$ cat config.mk
export PLATFORM = sky130hd
export DESIGN_NAME = pwr_seq_device_flat
export DESIGN_NICKNAME = d
export VERILOG_FILES = /design/src/common/pwr_seq_pkg.sv /design/src/common/pwr_link_if.sv /design/src/hw/pwr_seq_device.sv /design/src/flat_wrapper.sv
export SDC_FILE = /design/constraint.sdc
export NUM_CORES = 1
export LEC_CHECK = 0
export BUFFER_PORTS_ARGS = -buffer_cell sky130_fd_sc_hd__clkbuf_2
export CORE_MARGIN = 10
export CORE_UTILIZATION = 40
export DETAILED_ROUTE_END_ITERATION = 10
export SLEW_MARGIN = 40
export SYNTH_ARGS = -nofsm -noshare
export SYNTH_HDL_FRONTEND = slang
export SYNTH_SLANG_ARGS = --single-unit
$ cat constraint.sdc
create_clock -name core_clk -period 4 [get_ports core_clk]
set_input_delay 0.6 -clock core_clk [delete_from_list [all_inputs] [get_ports core_clk]]
set_output_delay 0.6 -clock core_clk [all_outputs]
set_load 0.01 [all_outputs]
$ cat src/common/pwr_seq_pkg.sv
// package: timing constants and state types for the power-key / reset / ring link
// assumes one core clock at 125 MHz; all long times are counted in milliseconds
package pwr_seq_pkg;

  // ----------------------------------------------------------------
  // clock and millisecond tick
  // ----------------------------------------------------------------
  localparam int CLK_PERIOD_NS  = 8;
  localparam int NS_PER_MS      = 1000000;
  localparam int CYC_PER_MS     = NS_PER_MS / CLK_PERIOD_NS;
  localparam int TICK_W         = 17;

  // ----------------------------------------------------------------
  // times in milliseconds (or seconds where printed so)
  // ----------------------------------------------------------------
  localparam int KEY_ON_MIN_MS  = 100;
  localparam int KEY_ON_TYP_MS  = 500;
  localparam int STATUS_MIN_MS  = 22;
  localparam int USB_UP_S       = 10;
  localparam int UART_UP_S      = 6;
  localparam int MS_PER_S       = 1000;
  localparam int KEY_OFF_MIN_S  = 1;
  localparam int RST_MIN_MS     = 150;
  localparam int RST_TYP_MS     = 200;
  localparam int RST_MAX_MS     = 450;
  localparam int RING_PERIOD_MS = 500;
  localparam int RING_HALF_MS   = 250;
  localparam int SHUTDOWN_MS    = 50;

  localparam int USB_UP_MS      = USB_UP_S * MS_PER_S;
  localparam int UART_UP_MS     = UART_UP_S * MS_PER_S;
  localparam int KEY_OFF_MIN_MS = KEY_OFF_MIN_S * MS_PER_S;

  localparam int MS_W           = 14;

  typedef enum {DEV_OFF, DEV_BOOT, DEV_RUN, DEV_SHUTDOWN} dev_state_t;
  typedef enum {HOST_IDLE, HOST_KEY_LOW, HOST_RST_LOW} host_state_t;

endpackage

$ cat src/common/pwr_link_if.sv
// interface: pins between host and module power-control logic
// assumes both ends share core_clk; open-drain key is modelled as a plain level
`timescale 1ns/1ps
interface pwr_link_if;
  logic powerKeyN;    // power_key_n, active low
  logic resetLineN;   // module reset, active low
  logic ringWakeOut;  // ring_wake_out, wake square wave
  logic statusRun;    // running-status indication
  logic vbatOk;       // supply good

  modport device (input powerKeyN, input resetLineN, input vbatOk,
                  output ringWakeOut, output statusRun);
  modport host   (output powerKeyN, output resetLineN, output vbatOk,
                  input ringWakeOut, input statusRun);
endinterface

$ cat src/hw/pwr_seq_device.sv
// module end: boot, orderly shutdown, reset and ring-wake generation
// assumes link pins are synchronous to core_clk and the host keeps its pulse widths
`timescale 1ns/1ps
module pwr_seq_device
  import pwr_seq_pkg::*;
#(
  parameter int CYC_PER_TICK = CYC_PER_MS   // core cycles per ms tick
)
(
  input  wire logic core_clk,       // 125 MHz clock
  input  wire logic reset_n,        // async reset, active low
  pwr_link_if.device link,          // pins toward host
  input  wire logic ringEvent,      // one-cycle pulse: message or call arrived
  input  wire logic ringStop,       // one-cycle pulse: ring cleared
  output logic      running,        // module running
  output logic      usbReady,       // usb port usable
  output logic      uartReady,      // main serial port usable
  output logic      inShutdown      // orderly shutdown in progress
);

  // ----------------------------------------------------------------
  // millisecond tick
  // ----------------------------------------------------------------
  logic [TICK_W-1:0] tickCnt_ff;
  wire               msTick = (tickCnt_ff == TICK_W'(CYC_PER_TICK - 1));

  always_ff @(posedge core_clk or negedge reset_n)
    if (!reset_n)
      tickCnt_ff <= '0;
    else
      tickCnt_ff <= msTick ? '0 : tickCnt_ff + 1'b1;

  function automatic logic [MS_W-1:0] msInc(input logic [MS_W-1:0] v);
    msInc = (&v) ? v : v + 1'b1;
  endfunction

  // ----------------------------------------------------------------
  // pulse width measurement
  // ----------------------------------------------------------------
  logic [MS_W-1:0] keyMs_ff;
  logic [MS_W-1:0] rstMs_ff;
  logic            keyPrev_ff;
  logic            rstPrev_ff;

  wire keyLow      = !link.powerKeyN;
  wire rstLow      = !link.resetLineN;
  wire keyRelease  = keyPrev_ff && !keyLow;
  wire rstRelease  = rstPrev_ff && !rstLow;

  always_ff @(posedge core_clk or negedge reset_n)
    if (!reset_n)
      keyMs_ff <= '0;
    else if (!keyLow)
      keyMs_ff <= '0;
    else if (msTick)
      keyMs_ff <= msInc(keyMs_ff);

  always_ff @(posedge core_clk or negedge reset_n)
    if (!reset_n)
      rstMs_ff <= '0;
    else if (!rstLow)
      rstMs_ff <= '0;
    else if (msTick)
      rstMs_ff <= msInc(rstMs_ff);

  always_ff @(posedge core_clk or negedge reset_n)
    if (!reset_n)
    begin
      keyPrev_ff <= 1'b0;
      rstPrev_ff <= 1'b0;
    end
    else
    begin
      keyPrev_ff <= keyLow;
      rstPrev_ff <= rstLow;
    end

  wire startValid = keyRelease && (keyMs_ff >= MS_W'(KEY_ON_MIN_MS));
  wire stopValid  = keyRelease && (keyMs_ff >= MS_W'(KEY_OFF_MIN_MS));
  // reset accepted only at or above the minimum width; no upper limit is checked
  wire rstValid   = rstRelease && (rstMs_ff >= MS_W'(RST_MIN_MS));

  // ----------------------------------------------------------------
  // power state machine
  // ----------------------------------------------------------------
  dev_state_t      state_ff;
  dev_state_t      nxt_state;
  logic [MS_W-1:0] phaseMs_ff;
  logic [MS_W-1:0] nxt_phaseMs;

  always_comb
  begin
    nxt_state   = state_ff;
    nxt_phaseMs = msTick ? msInc(phaseMs_ff) : phaseMs_ff;
    case (state_ff)
      DEV_OFF:
        if (startValid)
        begin
          nxt_state   = DEV_BOOT;
          nxt_phaseMs = '0;
        end
      DEV_BOOT:
        // hold status back 22ms
        // free-running tick: one spare tick keeps it past 22ms
        if (phaseMs_ff > MS_W'(STATUS_MIN_MS))
          nxt_state = DEV_RUN;
      DEV_RUN:
        if (stopValid)
        begin
          nxt_state   = DEV_SHUTDOWN;
          nxt_phaseMs = '0;
        end
        // reset restarts the boot sequence
        else if (rstValid)
        begin
          nxt_state   = DEV_BOOT;
          nxt_phaseMs = '0;
        end
      DEV_SHUTDOWN:
        if (phaseMs_ff >= MS_W'(SHUTDOWN_MS))
          nxt_state = DEV_OFF;
      default:
        nxt_state = DEV_OFF;
    endcase
    if (!link.vbatOk)
    begin
      nxt_state   = DEV_OFF;
      nxt_phaseMs = '0;
    end
  end

  always_ff @(posedge core_clk or negedge reset_n)
    if (!reset_n)
    begin
      state_ff   <= DEV_OFF;
      phaseMs_ff <= '0;
    end
    else
    begin
      state_ff   <= nxt_state;
      phaseMs_ff <= nxt_phaseMs;
    end

  // ----------------------------------------------------------------
  // port readiness, timed from entry to boot after the start or reset pulse
  // ----------------------------------------------------------------
  logic [MS_W-1:0] upMs_ff;
  wire             isUp = (state_ff == DEV_BOOT) || (state_ff == DEV_RUN);

  always_ff @(posedge core_clk or negedge reset_n)
    if (!reset_n)
      upMs_ff <= '0;
    else if (!isUp || (nxt_state == DEV_BOOT && state_ff != DEV_BOOT))
      upMs_ff <= '0;
    else if (msTick)
      upMs_ff <= msInc(upMs_ff);

  wire usbUp  = (state_ff == DEV_RUN) && (upMs_ff >= MS_W'(USB_UP_MS));
  wire uartUp = (state_ff == DEV_RUN) && (upMs_ff >= MS_W'(UART_UP_MS));

  // ----------------------------------------------------------------
  // ring indicator
  // ----------------------------------------------------------------
  logic            ringOn_ff;
  logic            ringLevel_ff;
  logic [MS_W-1:0] ringMs_ff;

  wire ringHalfDone = msTick && (ringMs_ff == MS_W'(RING_HALF_MS - 1));

  always_ff @(posedge core_clk or negedge reset_n)
    if (!reset_n)
    begin
      ringOn_ff    <= 1'b0;
      ringLevel_ff <= 1'b0;
      ringMs_ff    <= '0;
    end
    else if (state_ff != DEV_RUN || (ringStop && !ringEvent))
    begin
      ringOn_ff    <= 1'b0;
      ringLevel_ff <= 1'b0;
      ringMs_ff    <= '0;
    end
    else if (ringEvent && !ringOn_ff)
    begin
      ringOn_ff    <= 1'b1;
      ringLevel_ff <= 1'b1;
      ringMs_ff    <= '0;
    end
    else if (ringOn_ff && ringHalfDone)
    begin
      ringLevel_ff <= !ringLevel_ff;
      ringMs_ff    <= '0;
    end
    else if (ringOn_ff && msTick)
      ringMs_ff <= ringMs_ff + 1'b1;

  // ----------------------------------------------------------------
  // registered outputs
  // ----------------------------------------------------------------
  logic statusRun_ff;
  logic ringOut_ff;

  always_ff @(posedge core_clk or negedge reset_n)
    if (!reset_n)
    begin
      statusRun_ff <= 1'b0;
      ringOut_ff   <= 1'b0;
      running      <= 1'b0;
      usbReady     <= 1'b0;
      uartReady    <= 1'b0;
      inShutdown   <= 1'b0;
    end
    else
    begin
      statusRun_ff <= (state_ff == DEV_RUN);
      ringOut_ff   <= ringOn_ff && ringLevel_ff;
      running      <= (state_ff == DEV_RUN);
      usbReady     <= usbUp;
      uartReady    <= uartUp;
      inShutdown   <= (state_ff == DEV_SHUTDOWN);
    end

  assign link.statusRun   = statusRun_ff;
  assign link.ringWakeOut = ringOut_ff;

endmodule // pwr_seq_device

$ cat src/flat_wrapper.sv
// flat-port wrapper written by rule: the top's interface ports become plain ports
module pwr_seq_device_flat import pwr_seq_pkg::*;
#(
  parameter int CYC_PER_TICK = CYC_PER_MS                             
)
  (core_clk, reset_n, ringEvent, ringStop, running, usbReady, uartReady, inShutdown, link_powerKeyN, link_resetLineN, link_vbatOk, link_ringWakeOut, link_statusRun);
  pwr_link_if link_i ();
  input  wire logic core_clk;
  input  wire logic reset_n;
  input  wire logic ringEvent;
  input  wire logic ringStop;
  output logic running;
  output logic usbReady;
  output logic uartReady;
  output logic inShutdown;
  input wire logic [$bits(link_i.powerKeyN)-1:0] link_powerKeyN;
  input wire logic [$bits(link_i.resetLineN)-1:0] link_resetLineN;
  input wire logic [$bits(link_i.vbatOk)-1:0] link_vbatOk;
  output wire logic [$bits(link_i.ringWakeOut)-1:0] link_ringWakeOut;
  output wire logic [$bits(link_i.statusRun)-1:0] link_statusRun;
  assign link_i.powerKeyN = link_powerKeyN;
  assign link_i.resetLineN = link_resetLineN;
  assign link_i.vbatOk = link_vbatOk;
  assign link_ringWakeOut = link_i.ringWakeOut;
  assign link_statusRun = link_i.statusRun;
  pwr_seq_device #(.CYC_PER_TICK(CYC_PER_TICK)) u_core (.core_clk(core_clk), .reset_n(reset_n), .link(link_i), .ringEvent(ringEvent), .ringStop(ringStop), .running(running), .usbReady(usbReady), .uartReady(uartReady), .inShutdown(inShutdown));
endmodule
==> results of run 1 <==
## cell families after synthesis
group	share of synthesized area, %
AO/OA/AOI/OAI	6.90
XOR/XNOR	9.61
adder cells (fa/ha/maj)	2.29
buffers and inverters	2.60
flip-flops	53.2
multiplexers	0.499
other	0.0623
AND/OR/NAND/NOR	24.8
## cells in the final DEF, fill, tap and decap left out, types with 17 or more instances in the layout
cell type                   synthesis  routed
sky130_fd_sc_hd__dfrtp_1          128     128
sky130_fd_sc_hd__nor2_1            90      90
sky130_fd_sc_hd__xor2_1            47      47
sky130_fd_sc_hd__nand2_1           36      36
sky130_fd_sc_hd__nand3_1           31      31
sky130_fd_sc_hd__nand4_1           30      30
sky130_fd_sc_hd__conb_1             1      30
sky130_fd_sc_hd__a21oi_1           22      22
sky130_fd_sc_hd__inv_1             19      19
sky130_fd_sc_hd__xnor2_1           19      19
sky130_fd_sc_hd__and3_1            17      17
sky130_fd_sc_hd__clkbuf_16          0      17
## worst max-delay path: cells and delay by family (launching register included)
| kind | cells | cell delay (ns) |
|---|---|---|
| AND/OR/NAND/NOR | 5 | 1.80 |
| flip-flops | 1 | 0.36 |
| AO/OA/AOI/OAI | 1 | 0.29 |
## worst paths after layout
| kind | endpoint | slack (ns) | cells past startpoint | startpoint |
|---|---|---|---|---|
| min | u_core.ringMs_ff[3] | 0.20 | 1 | reset_n |
| min reg2reg | u_core.tickCnt_ff[0] | 0.49 | 1 | u_core.tickCnt_ff[0] |
| max reg2reg | u_core.phaseMs_ff[9] | 1.41 | 6 | u_core.state_ff[22] |
| max in group asynchronous | u_core.phaseMs_ff[0] | 3.08 | 2 | reset_n |
| max | u_core.phaseMs_ff[9] | 1.41 | 6 | u_core.state_ff[22] |
| min in group core_clk | u_core.state_ff[1] | 0.45 | 3 | link_vbatOk |
## report_power, final
| part | internal, mW | switching [mW] | total, mW |
|---|---|---|---|
| Clock | 1.10 | 0.575 | 1.67 |
| Sequential | 1.31 | 0.00529 | 1.32 |
| Combinational | 0.00702 | 0.0395 | 0.0465 |
| Total | 2.41 | 0.620 | 3.04 |
## stage by stage
step / hold slack [ns] / cell area [um^2]
after detailed placement: 0.484 / 6380
after CTS: 0.233 / 7030
after floorplan: 0.304 / 6130
after global routing: 0.265 / 7030
after global placement: 0.469 / 6370
final: 0.200 / 7040
## state kept, by name (all words and copies together) (netlist names)
signal and cells:
u_core.state_ff 32, u_core.tickCnt_ff 17, u_core.keyMs_ff 14, u_core.phaseMs_ff 14
u_core.ringMs_ff 14, u_core.rstMs_ff 14, u_core.upMs_ff 14, u_core.inShutdown 1
u_core.keyPrev_ff 1, u_core.link.ringWakeOut 1, u_core.ringLevel_ff 1, u_core.ringOn_ff 1
u_core.rstPrev_ff 1, u_core.running 1, u_core.uartReady 1, u_core.usbReady 1
## layout make-up
| class | count | share of cell area [%] |
|---|---|---|
| Tap cell | 184 | 3.27 |
| Sequential cell | 128 | 45.5 |
| Multi-Input combinational cell | 455 | 39.5 |
| Antenna cell | 1 | 0.0356 |
| Clock inverter | 12 | 2.56 |
| Clock buffer | 20 | 6.63 |
| Inverter | 20 | 1.14 |
| Timing Repair Buffer | 14 | 1.33 |
## metal layers
metal	up-vias	GRT usage, %
li1	2140	-
met3	11	4.01
met2	73	19.1
met5	-	0
met4	0	4.78
met1	2163	15.6
==> impl_results.md, run 1 <==
- Outcome: completed
- Count of synthesis-stage warnings from yosys: 0
- Clock-pin slew reported for the worst setup and hold paths after clock tree synthesis: about 0.060 ns
- Flip-flop and latch count after synthesis: 128
- Mean Syn Cell Area: 10.2 um^2
- Leakage power of the design: ~3.0 nW
- Critical path cell sequence: nor4_1 -> nand4_1 -> or3_1 -> a311oi_1 -> nand2b_1 -> nor2_1
- Path type of the worst min-delay path: in2async
- Most frequently used cell type in the post-synthesis netlist: sky130_fd_sc_hd__dfrtp_1
- Category of the most critical setup path: reg2reg
- Final total negative setup slack: 0 ns
- Post-CTS sizing: 0
- Library cell occupying the most area in the post-synthesis netlist: sky130_fd_sc_hd__dfrtp_1
- Cts-stage hold buffer count: 0
- Worst slew pin tran: 0.721 ns
- Share of flip-flops with an asynchronous set or reset after synthesis: 100%
- First-iteration detailed-routing DRC count: between 200 and 250
- Layout cell share with drive strength beyond 1: 9.24%
- TritonCTS Sinks: around 130
- Pwr/cell area: 431 mW/mm^2
- Post-route ant nets: 0
- Synth top area share: 53.2%
- Routability-driven placement congestion ratio: 0.813
- Overall die width: ~140 um
- Setup Slack @ Placement: about 1.4 ns
- Synthesized netlist cell count: 590
- Proportion of synthesized chip area in sequential cells: 53.2%
- Setup repair after global routing missed its margin: false
- Number of I/O pins: 13
- Count of filler cells inserted in the layout: around 1400
- Max Freq: 0.386 GHz
- PnR Total Power: slightly above 3 mW
- Half-perimeter wire length after detailed placement: between 7000 and 8000 um
- Count of input and output buffers: 12
- Peak fanout along the critical path: 14
- Data required time of the critical path: 4.27 ns
- Die area: a little over 0.02 mm^2
- Avg Vias per Cell: 5.26
- Global-route usage over all layers: 12.3%
- Worst max-slew margin expressed relative to the limit: 51.2%
- Final hold vios: 0
- Portion of the clock cycle consumed by the worst path in the final layout: approximately 65%
- Largest cells by area after synthesis: sky130_fd_sc_hd__dfrtp_1, sky130_fd_sc_hd__xor2_1, sky130_fd_sc_hd__nor2_1
- Setup Buffers After CTS: 0
- Worst-case setup margin in the final layout: about 1.4 ns
- Count of endpoints failing setup in the final report: 0
- Clock tree from TritonCTS: built
- Final Max Slew Viols: 0
- DRT Pass-1 Iters: 5
- Primary FF master, synth: sky130_fd_sc_hd__dfrtp_1
- Cell at the root of the clock tree: sky130_fd_sc_hd__clkbuf_16
- Final global-route overflow total: 0
- Per-cell routed wire length: 14.1 um
- Signal arrival time at the worst endpoint: roughly 2.9 ns
- Global-route wire length before repair: 20400 um
- Max Clock Skew: between 0.007 and 0.008 ns
- Footprint of the multi-input gates: 0.00278 mm^2
- Largest net degree at the start of global routing: 77
- Worst supply voltage drop on vdd: slightly above 0.3 mV
- Max-capacitance violation count: 0
- Area taken by flip-flops and latches: 0.00320 mm^2
- Fraction of the core area covered by cells at the end of the flow: 48.0%
- Metal2 WL: 5480 um
- Total number of H-tree levels: 4
- Initial core utilization: roughly 40%
- Number of global-route vias before repair: 4346
- Number of rows created at floorplan: 44
- Later-pin clock latency in the skew report: 0.42 ns
- Post-synthesis cell type count: 52
- Nets@finish: between 600 and 700
- Element type at the critical path end: flop
- Placed cell count: 801
- Sum of met3 wire segment lengths after detailed routing: 507 um
- Crit path launch type: flop
- Vertical extent of the die: 143 um
- Initial antenna violation count: 1
- Post-synthesis cell area: 0.00602 mm^2
- Remaining DRCs: 0
- Final non-filler cell total: 834
- Core region area: ~0.015 mm^2
- EDFF count, synth: 0
- Maximum single-stage delay on the critical path: roughly 0.52 ns
- TritonCTS buffer count: 17
- Synthesis-to-layout area growth: 16.9%
- Clk buf depth: 2
- Via count of the routed design: 4387
- Detailed-routing wirelength on met1: 5660 um
- Final Routed Wirelength: approximately 12000 um
- Min cycle time layout: 2.59 ns
- Highest metal layer with signal wires: met4
- CP max-delay cell: sky130_fd_sc_hd__nand2b_1
- Top cells by count, synth: sky130_fd_sc_hd__dfrtp_1, sky130_fd_sc_hd__nor2_1, sky130_fd_sc_hd__xor2_1
No activity file was read; power rests on OpenSTA's default activity.
==> inputs of run 2 (changes only) <==
--- a/config.mk
+++ b/config.mk
@@ -5,6 +5,7 @@
 export SDC_FILE = /design/constraint.sdc
 export NUM_CORES = 1
 export LEC_CHECK = 0
+export ABC_AREA = 1
 export BUFFER_PORTS_ARGS = -buffer_cell sky130_fd_sc_hd__clkbuf_2
 export CORE_MARGIN = 10
 export CORE_UTILIZATION = 40
==> constraint.sdc (replaced) <==
create_clock -name core_clk -period 2.4 [get_ports core_clk]
set_input_delay 0.36 -clock core_clk [delete_from_list [all_inputs] [get_ports core_clk]]
set_output_delay 0.36 -clock core_clk [all_outputs]
set_load 0.01 [all_outputs]
==> run 2 against run 1 <==
Total power grew 70%. Register-to-register slack worse by 1.1 ns. Clock power grew 70%. Hold slack improved by 0.0066 ns. Synthesized area up 11%. Worst setup slack worse by 1.1 ns. Combinational power increased by 150%. Largest cell class unchanged. Largest power group unchanged. Highest routed layer unchanged.
==> impl_results.md, run 2 <==
- First-iteration detailed-routing DRC count: 268 (+19%)
- Avg Vias per Cell: 4.81 (-8.6%)
- Final global-route overflow total: 0 (unchanged)
- Count of endpoints failing setup in the final report: 0 (unchanged)
- Clock-pin slew reported for the worst setup and hold paths after clock tree synthesis: 0.06 ns (about the same)
- Most frequently used cell type in the post-synthesis netlist: sky130_fd_sc_hd__nand2_1
- Pwr/cell area: 660 mW/mm^2 (+53%)
- Category of the most critical setup path: reg2reg
- Max-capacitance violation count: 0 (unchanged)
- Max Clock Skew: 0.0132 ns (+0.00563 ns)
- Most frequent cells in the layout: sky130_fd_sc_hd__nand2_1, sky130_fd_sc_hd__nor2_1, sky130_fd_sc_hd__dfrtp_1
- Post-route ant nets: 0 (unchanged)
- Vertical extent of the die: 149 um (+4.4%)
- Half-perimeter wire length after detailed placement: 9820 um (+24%)
- Outcome: completed
- Synthesis-to-layout area growth: 17.5%
- Portion of the clock cycle consumed by the worst path in the final layout: 88.9% (+24 points)
- Leakage power of the design: 3.59 nW (+19%)
- Initial antenna violation count: 0 (-1)
- TritonCTS buffer count: 17 (unchanged)
- Max Freq: 0.469 GHz (+22%)
- Primary FF master, synth: sky130_fd_sc_hd__dfrtp_1
- Mean Syn Cell Area: 7.93 um^2 (-22%)
- Signal arrival time at the worst endpoint: 2.46 ns (-0.40 ns)
- Flip-flop count of the largest register after layout: 32 (unchanged)
- Largest net degree at the start of global routing: 56 (-27%)
- Cell at the root of the clock tree: sky130_fd_sc_hd__clkbuf_16
- Setup Slack @ Placement: 0.249 ns (-1.15 ns)
- Min cycle time layout: 2.13 ns (-0.460 ns)
- Clk buf depth: 2 (unchanged)
- Post-synthesis cell area: 0.00665 mm^2 (+11%)
- Clock tree from TritonCTS: built
- P_int: 4.08 mW (+69%)
- Peak fanout along the critical path: 8 (-6)
- Total number of H-tree levels: 4 (unchanged)
- Final hold vios: 0 (unchanged)
- Routability-driven placement congestion ratio: 0.853 (+4.9%)
- Count of synthesis-stage warnings from yosys: 0 (unchanged)
- Diode insertion count for antenna repair: 0 (-1)
- Library cell occupying the most area in the post-synthesis netlist: sky130_fd_sc_hd__dfrtp_1
- Footprint of the multi-input gates: 0.00302 mm^2 (+8.6%)
- Remaining DRCs: 0 (unchanged)
- Nets@finish: 917 (+40%)
- Number of global-route vias before repair: 5234 (+20%)
- Flip-flop and latch count after synthesis: 128 (unchanged)
- Placed cell count: 1097 (+37%)
- Synth top area share: 48.2% (-5.1 points)
- Count of filler cells inserted in the layout: 1632 (+21%)
- Worst slew pin tran: 0.487 ns (-0.234 ns)
- Count of input and output buffers: 12 (unchanged)
- Post-synthesis cell type count: 49 (-5.8%)
- Number of rows created at floorplan: 47 (+6.8%)
- Per-cell routed wire length: 12.2 um (-14%)
- Core region area: 0.0165 mm^2 (+12%)
- Path type of the worst min-delay path: in2reg
- Fraction of the core area covered by cells at the end of the flow: 47.5% (-0.59 points)
- Worst-case setup margin in the final layout: 0.268 ns (-1.14 ns)
- Share of flip-flops with an asynchronous set or reset after synthesis: 100% (unchanged)
- Element type at the critical path end: flop
- Final Max Slew Viols: 0 (unchanged)
- Cell area after placement: 0.00713 mm^2 (+12%)
- EDFF count, synth: 0 (unchanged)
- Top cells by count, synth: sky130_fd_sc_hd__nand2_1, sky130_fd_sc_hd__nor2_1, sky130_fd_sc_hd__dfrtp_1
- Combinational group share of total power: 2.2% (+0.7 points)
- Synthesized netlist cell count: 839 (+42%)
- Global-route wire length before repair: 24400 um (+19%)
- Setup repair after global routing missed its margin: false
- Via count of the routed design: 5442 (+24%)
- Later-pin clock latency in the skew report: 0.42 ns (about the same)
- Worst slack on hold paths: 0.207 ns (+0.00660 ns)
- Final total negative setup slack: 0 ns (unchanged)
- Final non-filler cell total: 1132 (+36%)
- Final non-filler cell area: 0.00781 mm^2 (+11%)
- Layout cell share with drive strength beyond 1: 9.43% (+0.18 points)
- Seq pwr share: 42.7% (-0.7 points)
- Register name with the most flops: u_core.state_ff
- TritonCTS Sinks: 128 (unchanged)
- Overall die width: 149 um (+4.4%)
- Global-route usage over all layers: 13.3% (+1.0 points)
- Net switching power of the design: 1.07 mW (+73%)
- Relative contribution of the clock network to total power: 55.0% (about the same)
- DRT Pass-1 Iters: 5 (unchanged)
- Initial core utilization: 40.4% (-0.69 points)
- PnR Total Power: 5.15 mW (+70%)
- Worst max-slew margin expressed relative to the limit: 67.2% (+16 points)
- Top flop regs: u_core.state_ff (32), u_core.tickCnt_ff (17)
- Largest cells by area after synthesis: sky130_fd_sc_hd__dfrtp_1, sky130_fd_sc_hd__nand2_1, sky130_fd_sc_hd__nor2_1
- Net switching fraction of the power: 20.8% (+0.32 points)
- Worst supply voltage drop on vdd: 0.502 mV (+62%)
- Crit path launch type: flop
- Area taken by flip-flops and latches: 0.00320 mm^2 (unchanged)
- Commonest non-fill, non-tap cell in the layout: sky130_fd_sc_hd__nand2_1
- Data required time of the critical path: 2.72 ns (-1.55 ns)
- Final Routed Wirelength: 13800 um (+17%)
- Die area: 0.0222 mm^2 (+9.0%)
- Proportion of synthesized chip area in sequential cells: 48.2% (-5.1 points)
- Number of I/O pins: 13 (unchanged)
## run 2: cell families after synthesis
| family | Yosys count | share of synthesized area, % |
|---|---|---|
| AOI/OAI and AO/OA | 95 | 8.30 |
| DFF | 128 | 48.2 |
| other | 1 | 0.0564 |
| adders and majority gates | 11 | 2.07 |
| and+or+nand+nor | 436 | 29.4 |
| xor gates and xnor gates | 29 | 3.82 |
| buffers and inverters | 139 | 8.24 |
## run 2: metal layers
metal	part of all wire [%]	GRT usage [%]	up-vias
met5	0	0	-
met4	1.4	5.05	0
met3	3.5	3.25	14
met2	47	21.2	84
met1	48	17.1	2545
li1	-	-	2799
## run 2: repair_timing
| action | in CTS | in global routing |
|---|---|---|
| buffers inserted | 0 | 2 |
| resized for setup | 0 | 2 |
| hold buffers | 1 | 0 |
| endpoints found under the setup margin | 0 | 4 |
| hold endpoints to repair | 46 | 0 |
## run 2: final timing paths
check,from,cells after the start,slack (ns),to
min in group asynchronous,reset_n,2,0.43,u_core.keyMs_ff[4]
max in group asynchronous,reset_n,3,1.33,u_core.tickCnt_ff[12]
min,ringEvent,3,0.21,u_core.ringOn_ff
max,u_core.rstMs_ff[0],13,0.27,u_core.phaseMs_ff[5]
max reg2reg,u_core.rstMs_ff[0],13,0.27,u_core.phaseMs_ff[5]
min reg2reg,u_core.tickCnt_ff[0],1,0.46,u_core.tickCnt_ff[0]
## run 2: critical path, stage by stage (launching register included)
cell and delay [ns]:
sky130_fd_sc_hd__dfrtp_1 0.39, sky130_fd_sc_hd__inv_1 0.10, sky130_fd_sc_hd__ha_1 0.19, sky130_fd_sc_hd__or2_2 0.28, sky130_fd_sc_hd__nand2_1 0.07, sky130_fd_sc_hd__nand2_1 0.06
sky130_fd_sc_hd__nand2_1 0.06, sky130_fd_sc_hd__nand2_1 0.05, sky130_fd_sc_hd__nand2_1 0.12, sky130_fd_sc_hd__nand3_1 0.09, sky130_fd_sc_hd__nand3b_1 0.10, sky130_fd_sc_hd__nand2_1 0.12
sky130_fd_sc_hd__buf_4 0.20, sky130_fd_sc_hd__nor3_1 0.22
## run 2: power by group through the flow
stage | clock network [mW] | logic, mW | registers [mW]
after detailed placement | 0 | 0.118 | 2.24
after global routing | 3.01 | 0.138 | 2.20
after floorplan | 0 | 0.0475 | 2.24
final | 2.84 | 0.116 | 2.20
after CTS | 2.90 | 0.120 | 2.20
after global placement | 0 | 0.119 | 2.24
## run 2: layout make-up
| type | count | area share (%) |
|---|---|---|
| clock buffers | 18 | 5.62 |
| clock inverters | 14 | 2.74 |
| inverters | 127 | 6.13 |
| multi-input cells | 601 | 38.6 |
| flip-flops and latches | 128 | 41.0 |
| well taps | 220 | 3.52 |
| repair buffers | 24 | 2.35 |
==> inputs of run 3 (changes only) <==
--- a/config.mk
+++ b/config.mk
@@ -10,6 +10,7 @@
 export CORE_MARGIN = 10
 export CORE_UTILIZATION = 40
 export DETAILED_ROUTE_END_ITERATION = 10
+export PLACE_DENSITY_LB_ADDON = 0.1
 export SLEW_MARGIN = 40
 export SYNTH_ARGS = -nofsm -noshare
 export SYNTH_HDL_FRONTEND = slang
==> run 3 against run 2 <==
Fmax barely moved. Worst setup slack got worse by 0.00077 ns. Final cell count fell by 0.27%. Sequential cell count did not move. Combinational power barely moved. Total power fell by 5.5%. Utilization fell by 0.57 points. Critical path type unchanged. Critical endpoint is now u_core.ringLevel_ff.
==> impl_results.md, run 3 (same netlist as run 2, synthesis figures left out) <==
- Outcome: completed
- Via count of the routed design: 5455 (+0.24%)
- Post-route ant nets: 0 (unchanged)
- Count of input and output buffers: 12 (unchanged)
- Net switching power of the design: 1.18 mW (+10%)
- Signal arrival time at the worst endpoint: 2.43 ns (-0.03 ns)
- Setup repair after global routing missed its margin: false
- Number of rows created at floorplan: 47 (unchanged)
- Largest net degree at the start of global routing: 57 (+1.8%)
- Initial antenna violation count: 0 (unchanged)
- Routability-driven placement congestion ratio: 0.859 (+0.72%)
- TritonCTS buffer count: 17 (unchanged)
- Flip-flop count of the largest register after layout: 32 (unchanged)
- Leakage power of the design: 3.55 nW (-1.1%)
- Half-perimeter wire length after detailed placement: 10100 um (+2.3%)
- Number of I/O pins: 13 (unchanged)
- TritonCTS Sinks: 128 (unchanged)
- Count of endpoints failing setup in the final report: 0 (unchanged)
- Register name with the most flops: u_core.state_ff
- Pwr/cell area: 631 mW/mm^2 (-4.3%)
- Peak fanout along the critical path: 8 (unchanged)
- Final non-filler cell total: 1129 (-0.27%)
- Number of global-route vias before repair: 5431 (+3.8%)
- Max Freq: 0.469 GHz (about the same)
- Per-cell routed wire length: 12.2 um (+0.54%)
- Category of the most critical setup path: reg2reg
- Global-route usage over all layers: 13.4% (+0.13 points)
- Relative contribution of the clock network to total power: 52.5% (-2.5 points)
- Clock tree from TritonCTS: built
- Seq pwr share: 45.1% (+2.4 points)
- Nets@finish: 914 (-0.33%)
- Crit path launch type: flop
- Final Max Slew Viols: 0 (unchanged)
- Final global-route overflow total: 0 (unchanged)
- Clk buf depth: 2 (unchanged)
- Worst flop-to-flop path startpoint: u_core.state_ff[27]
- Synthesis-to-layout area growth: 16.1%
- R2r setup slk: 0.27 ns (about the same)
- Later-pin clock latency in the skew report: 0.42 ns (about the same)
- Diode insertion count for antenna repair: 0 (unchanged)
- Final total negative setup slack: 0 ns (unchanged)
- Element type at the critical path end: flop
- Combinational group share of total power: 2.4% (+0.2 points)
- Core region area: 0.0165 mm^2 (unchanged)
- Portion of the clock cycle consumed by the worst path in the final layout: 88.9% (about the same)
- Min cycle time layout: 2.13 ns (+0.000765 ns)
- Max Clock Skew: 0.00674 ns (-0.00647 ns)
- Net switching fraction of the power: 24.1% (+3.4 points)
- Overall die width: 149 um (unchanged)
- P_int: 3.70 mW (-9.5%)
- Footprint of the multi-input gates: 0.00302 mm^2 (about the same)
- Critical hold path startpoint: link_powerKeyN
- Cell at the root of the clock tree: sky130_fd_sc_hd__clkbuf_16
- Total number of H-tree levels: 4 (unchanged)
- Max-capacitance violation count: 0 (unchanged)
- Avg Vias per Cell: 4.83 (+0.51%)
- Initial core utilization: 40.4% (unchanged)
- Cell area after placement: 0.00710 mm^2 (-0.39%)
- First-iteration detailed-routing DRC count: 339 (+26%)
- Remaining DRCs: 0 (unchanged)
- Final non-filler cell area: 0.00772 mm^2 (-1.2%)
- Vertical extent of the die: 149 um (unchanged)
- Crit path top cell by count: sky130_fd_sc_hd__nand2_1
- Final Routed Wirelength: 13800 um (+0.28%)
- Most frequent cells in the layout: sky130_fd_sc_hd__nand2_1, sky130_fd_sc_hd__nor2_1, sky130_fd_sc_hd__dfrtp_1
- Endpoint of the worst register-to-register path: u_core.ringLevel_ff
- CP max-delay cell: sky130_fd_sc_hd__dfrtp_1
- DRT Pass-1 Iters: 5 (unchanged)
- Final hold vios: 0 (unchanged)
- Area taken by flip-flops and latches: 0.00320 mm^2 (unchanged)
- Data required time of the critical path: 2.70 ns (-0.02 ns)
- Maximum single-stage delay on the critical path: 0.36 ns (-0.03 ns)
- Min-Delay Endpoint: u_core.keyMs_ff[3]
- Placed cell count: 1095 (-0.18%)
- Layout cell share with drive strength beyond 1: 9.35% (-0.079 points)
- Cells on Worst Hold Path: 2 (-1)
- Path type of the worst min-delay path: in2reg
- Die area: 0.0222 mm^2 (unchanged)
- Top flop regs: u_core.state_ff (32), u_core.tickCnt_ff (17)
- Clock-pin slew reported for the worst setup and hold paths after clock tree synthesis: 0.06 ns (about the same)
- Number of cell instances on the worst register-to-register path: 12 (-1)
- Global-route wire length before repair: 24700 um (+1.6%)
- Critical path cell sequence: nor2_1 -> nand2_1 -> nor2_1 -> nand2_1 -> nor2_4 -> nand2_1 -> nor2_2 -> nand2_1 -> nand2_4 -> inv_2 -> o211ai_1 -> o21ai_0
- Count of filler cells inserted in the layout: 1637 (+0.31%)
- Worst supply voltage drop on vdd: 0.487 mV (-2.9%)
- Commonest non-fill, non-tap cell in the layout: sky130_fd_sc_hd__nand2_1
## run 3: cell count changes in the layout (fill, tap and decap cells not counted), sizes merged
cell | previous run | this run
inv | 124 | 135
bufinv | 5 | 1
clkinv | 9 | 5
buf | 12 | 9
clkinvlp | 3 | 1
clkbuf | 29 | 28
## run 3: timing repair
| item | CTS | global route |
|---|---|---|
| resized for setup | 0 | 5 |
| endpoints found under the hold margin | 49 | 0 |
| hold buffers | 1 | 0 |
| buffers inserted | 0 | 1 |
| endpoints found under the setup margin | 0 | 19 |
## run 3: worst max path at each step
stage,to,slack (ns),from
final,u_core.ringLevel_ff,0.27,u_core.state_ff[27]
after global routing,u_core.phaseMs_ff[7],0.001,u_core.tickCnt_ff[0]
after CTS,u_core.upMs_ff[3],0.13,u_core.rstMs_ff[0]
after detailed placement,u_core.upMs_ff[3],0.15,u_core.rstMs_ff[0]
after global placement,u_core.upMs_ff[2],0.23,u_core.rstMs_ff[0]
after floorplan,u_core.keyMs_ff[6],0.49,u_core.tickCnt_ff[0]
## run 3: power by group through the flow
stage,Sequential (mW),Clock [mW],Combinational (mW)
after detailed placement,2.24,0,0.117
final,2.20,2.56,0.115
after CTS,2.20,2.63,0.119
after global routing,2.20,2.74,0.137
after global placement,2.24,0,0.115
after floorplan,2.24,0,0.0475
## run 3: final cells by class
type	instances	area share, %
clock buffers	17	5.51
clock inverters	15	2.16
inverters	127	6.22
multi-input cells	601	39.1
flip-flops and latches	128	41.5
well taps	220	3.57
repair buffers	21	1.93
## run 3: critical path, delay by kind of cell (launching register included)
kind / cells / cell delay (ns)
AND/OR/NAND/NOR: 9 / 1.39
AO/OA/AOI/OAI: 2 / 0.19
buffers and inverters: 1 / 0.06
flip-flops: 1 / 0.36
## run 3: through the flow
stage | hold WS [ns] | setup WS, ns | utilization [%] | total power, mW
floorplan | 0.0644 | 0.493 | - | 2.29
global placement | 0.354 | 0.235 | 43.1 | 2.35
detailed placement | 0.349 | 0.146 | 43.1 | 2.36
CTS | 0.150 | 0.133 | 46.8 | 4.95
global route | 0.162 | 0.00102 | 46.9 | 5.08
finish | 0.161 | 0.267 | 46.9 | 4.87
## run 3: metal layers
layer / GRT usage [%] / wire length (um) / vias up / share of wire, %
met5: 0 / 0 / - / 0
met4: 5.05 / 240 / 0 / 1.7
met3: 3.76 / 535 / 22 / 3.9
met2: 21.8 / 6560 / 88 / 48
met1: 16.7 / 6460 / 2555 / 47
li1: - / - / 2790 / -
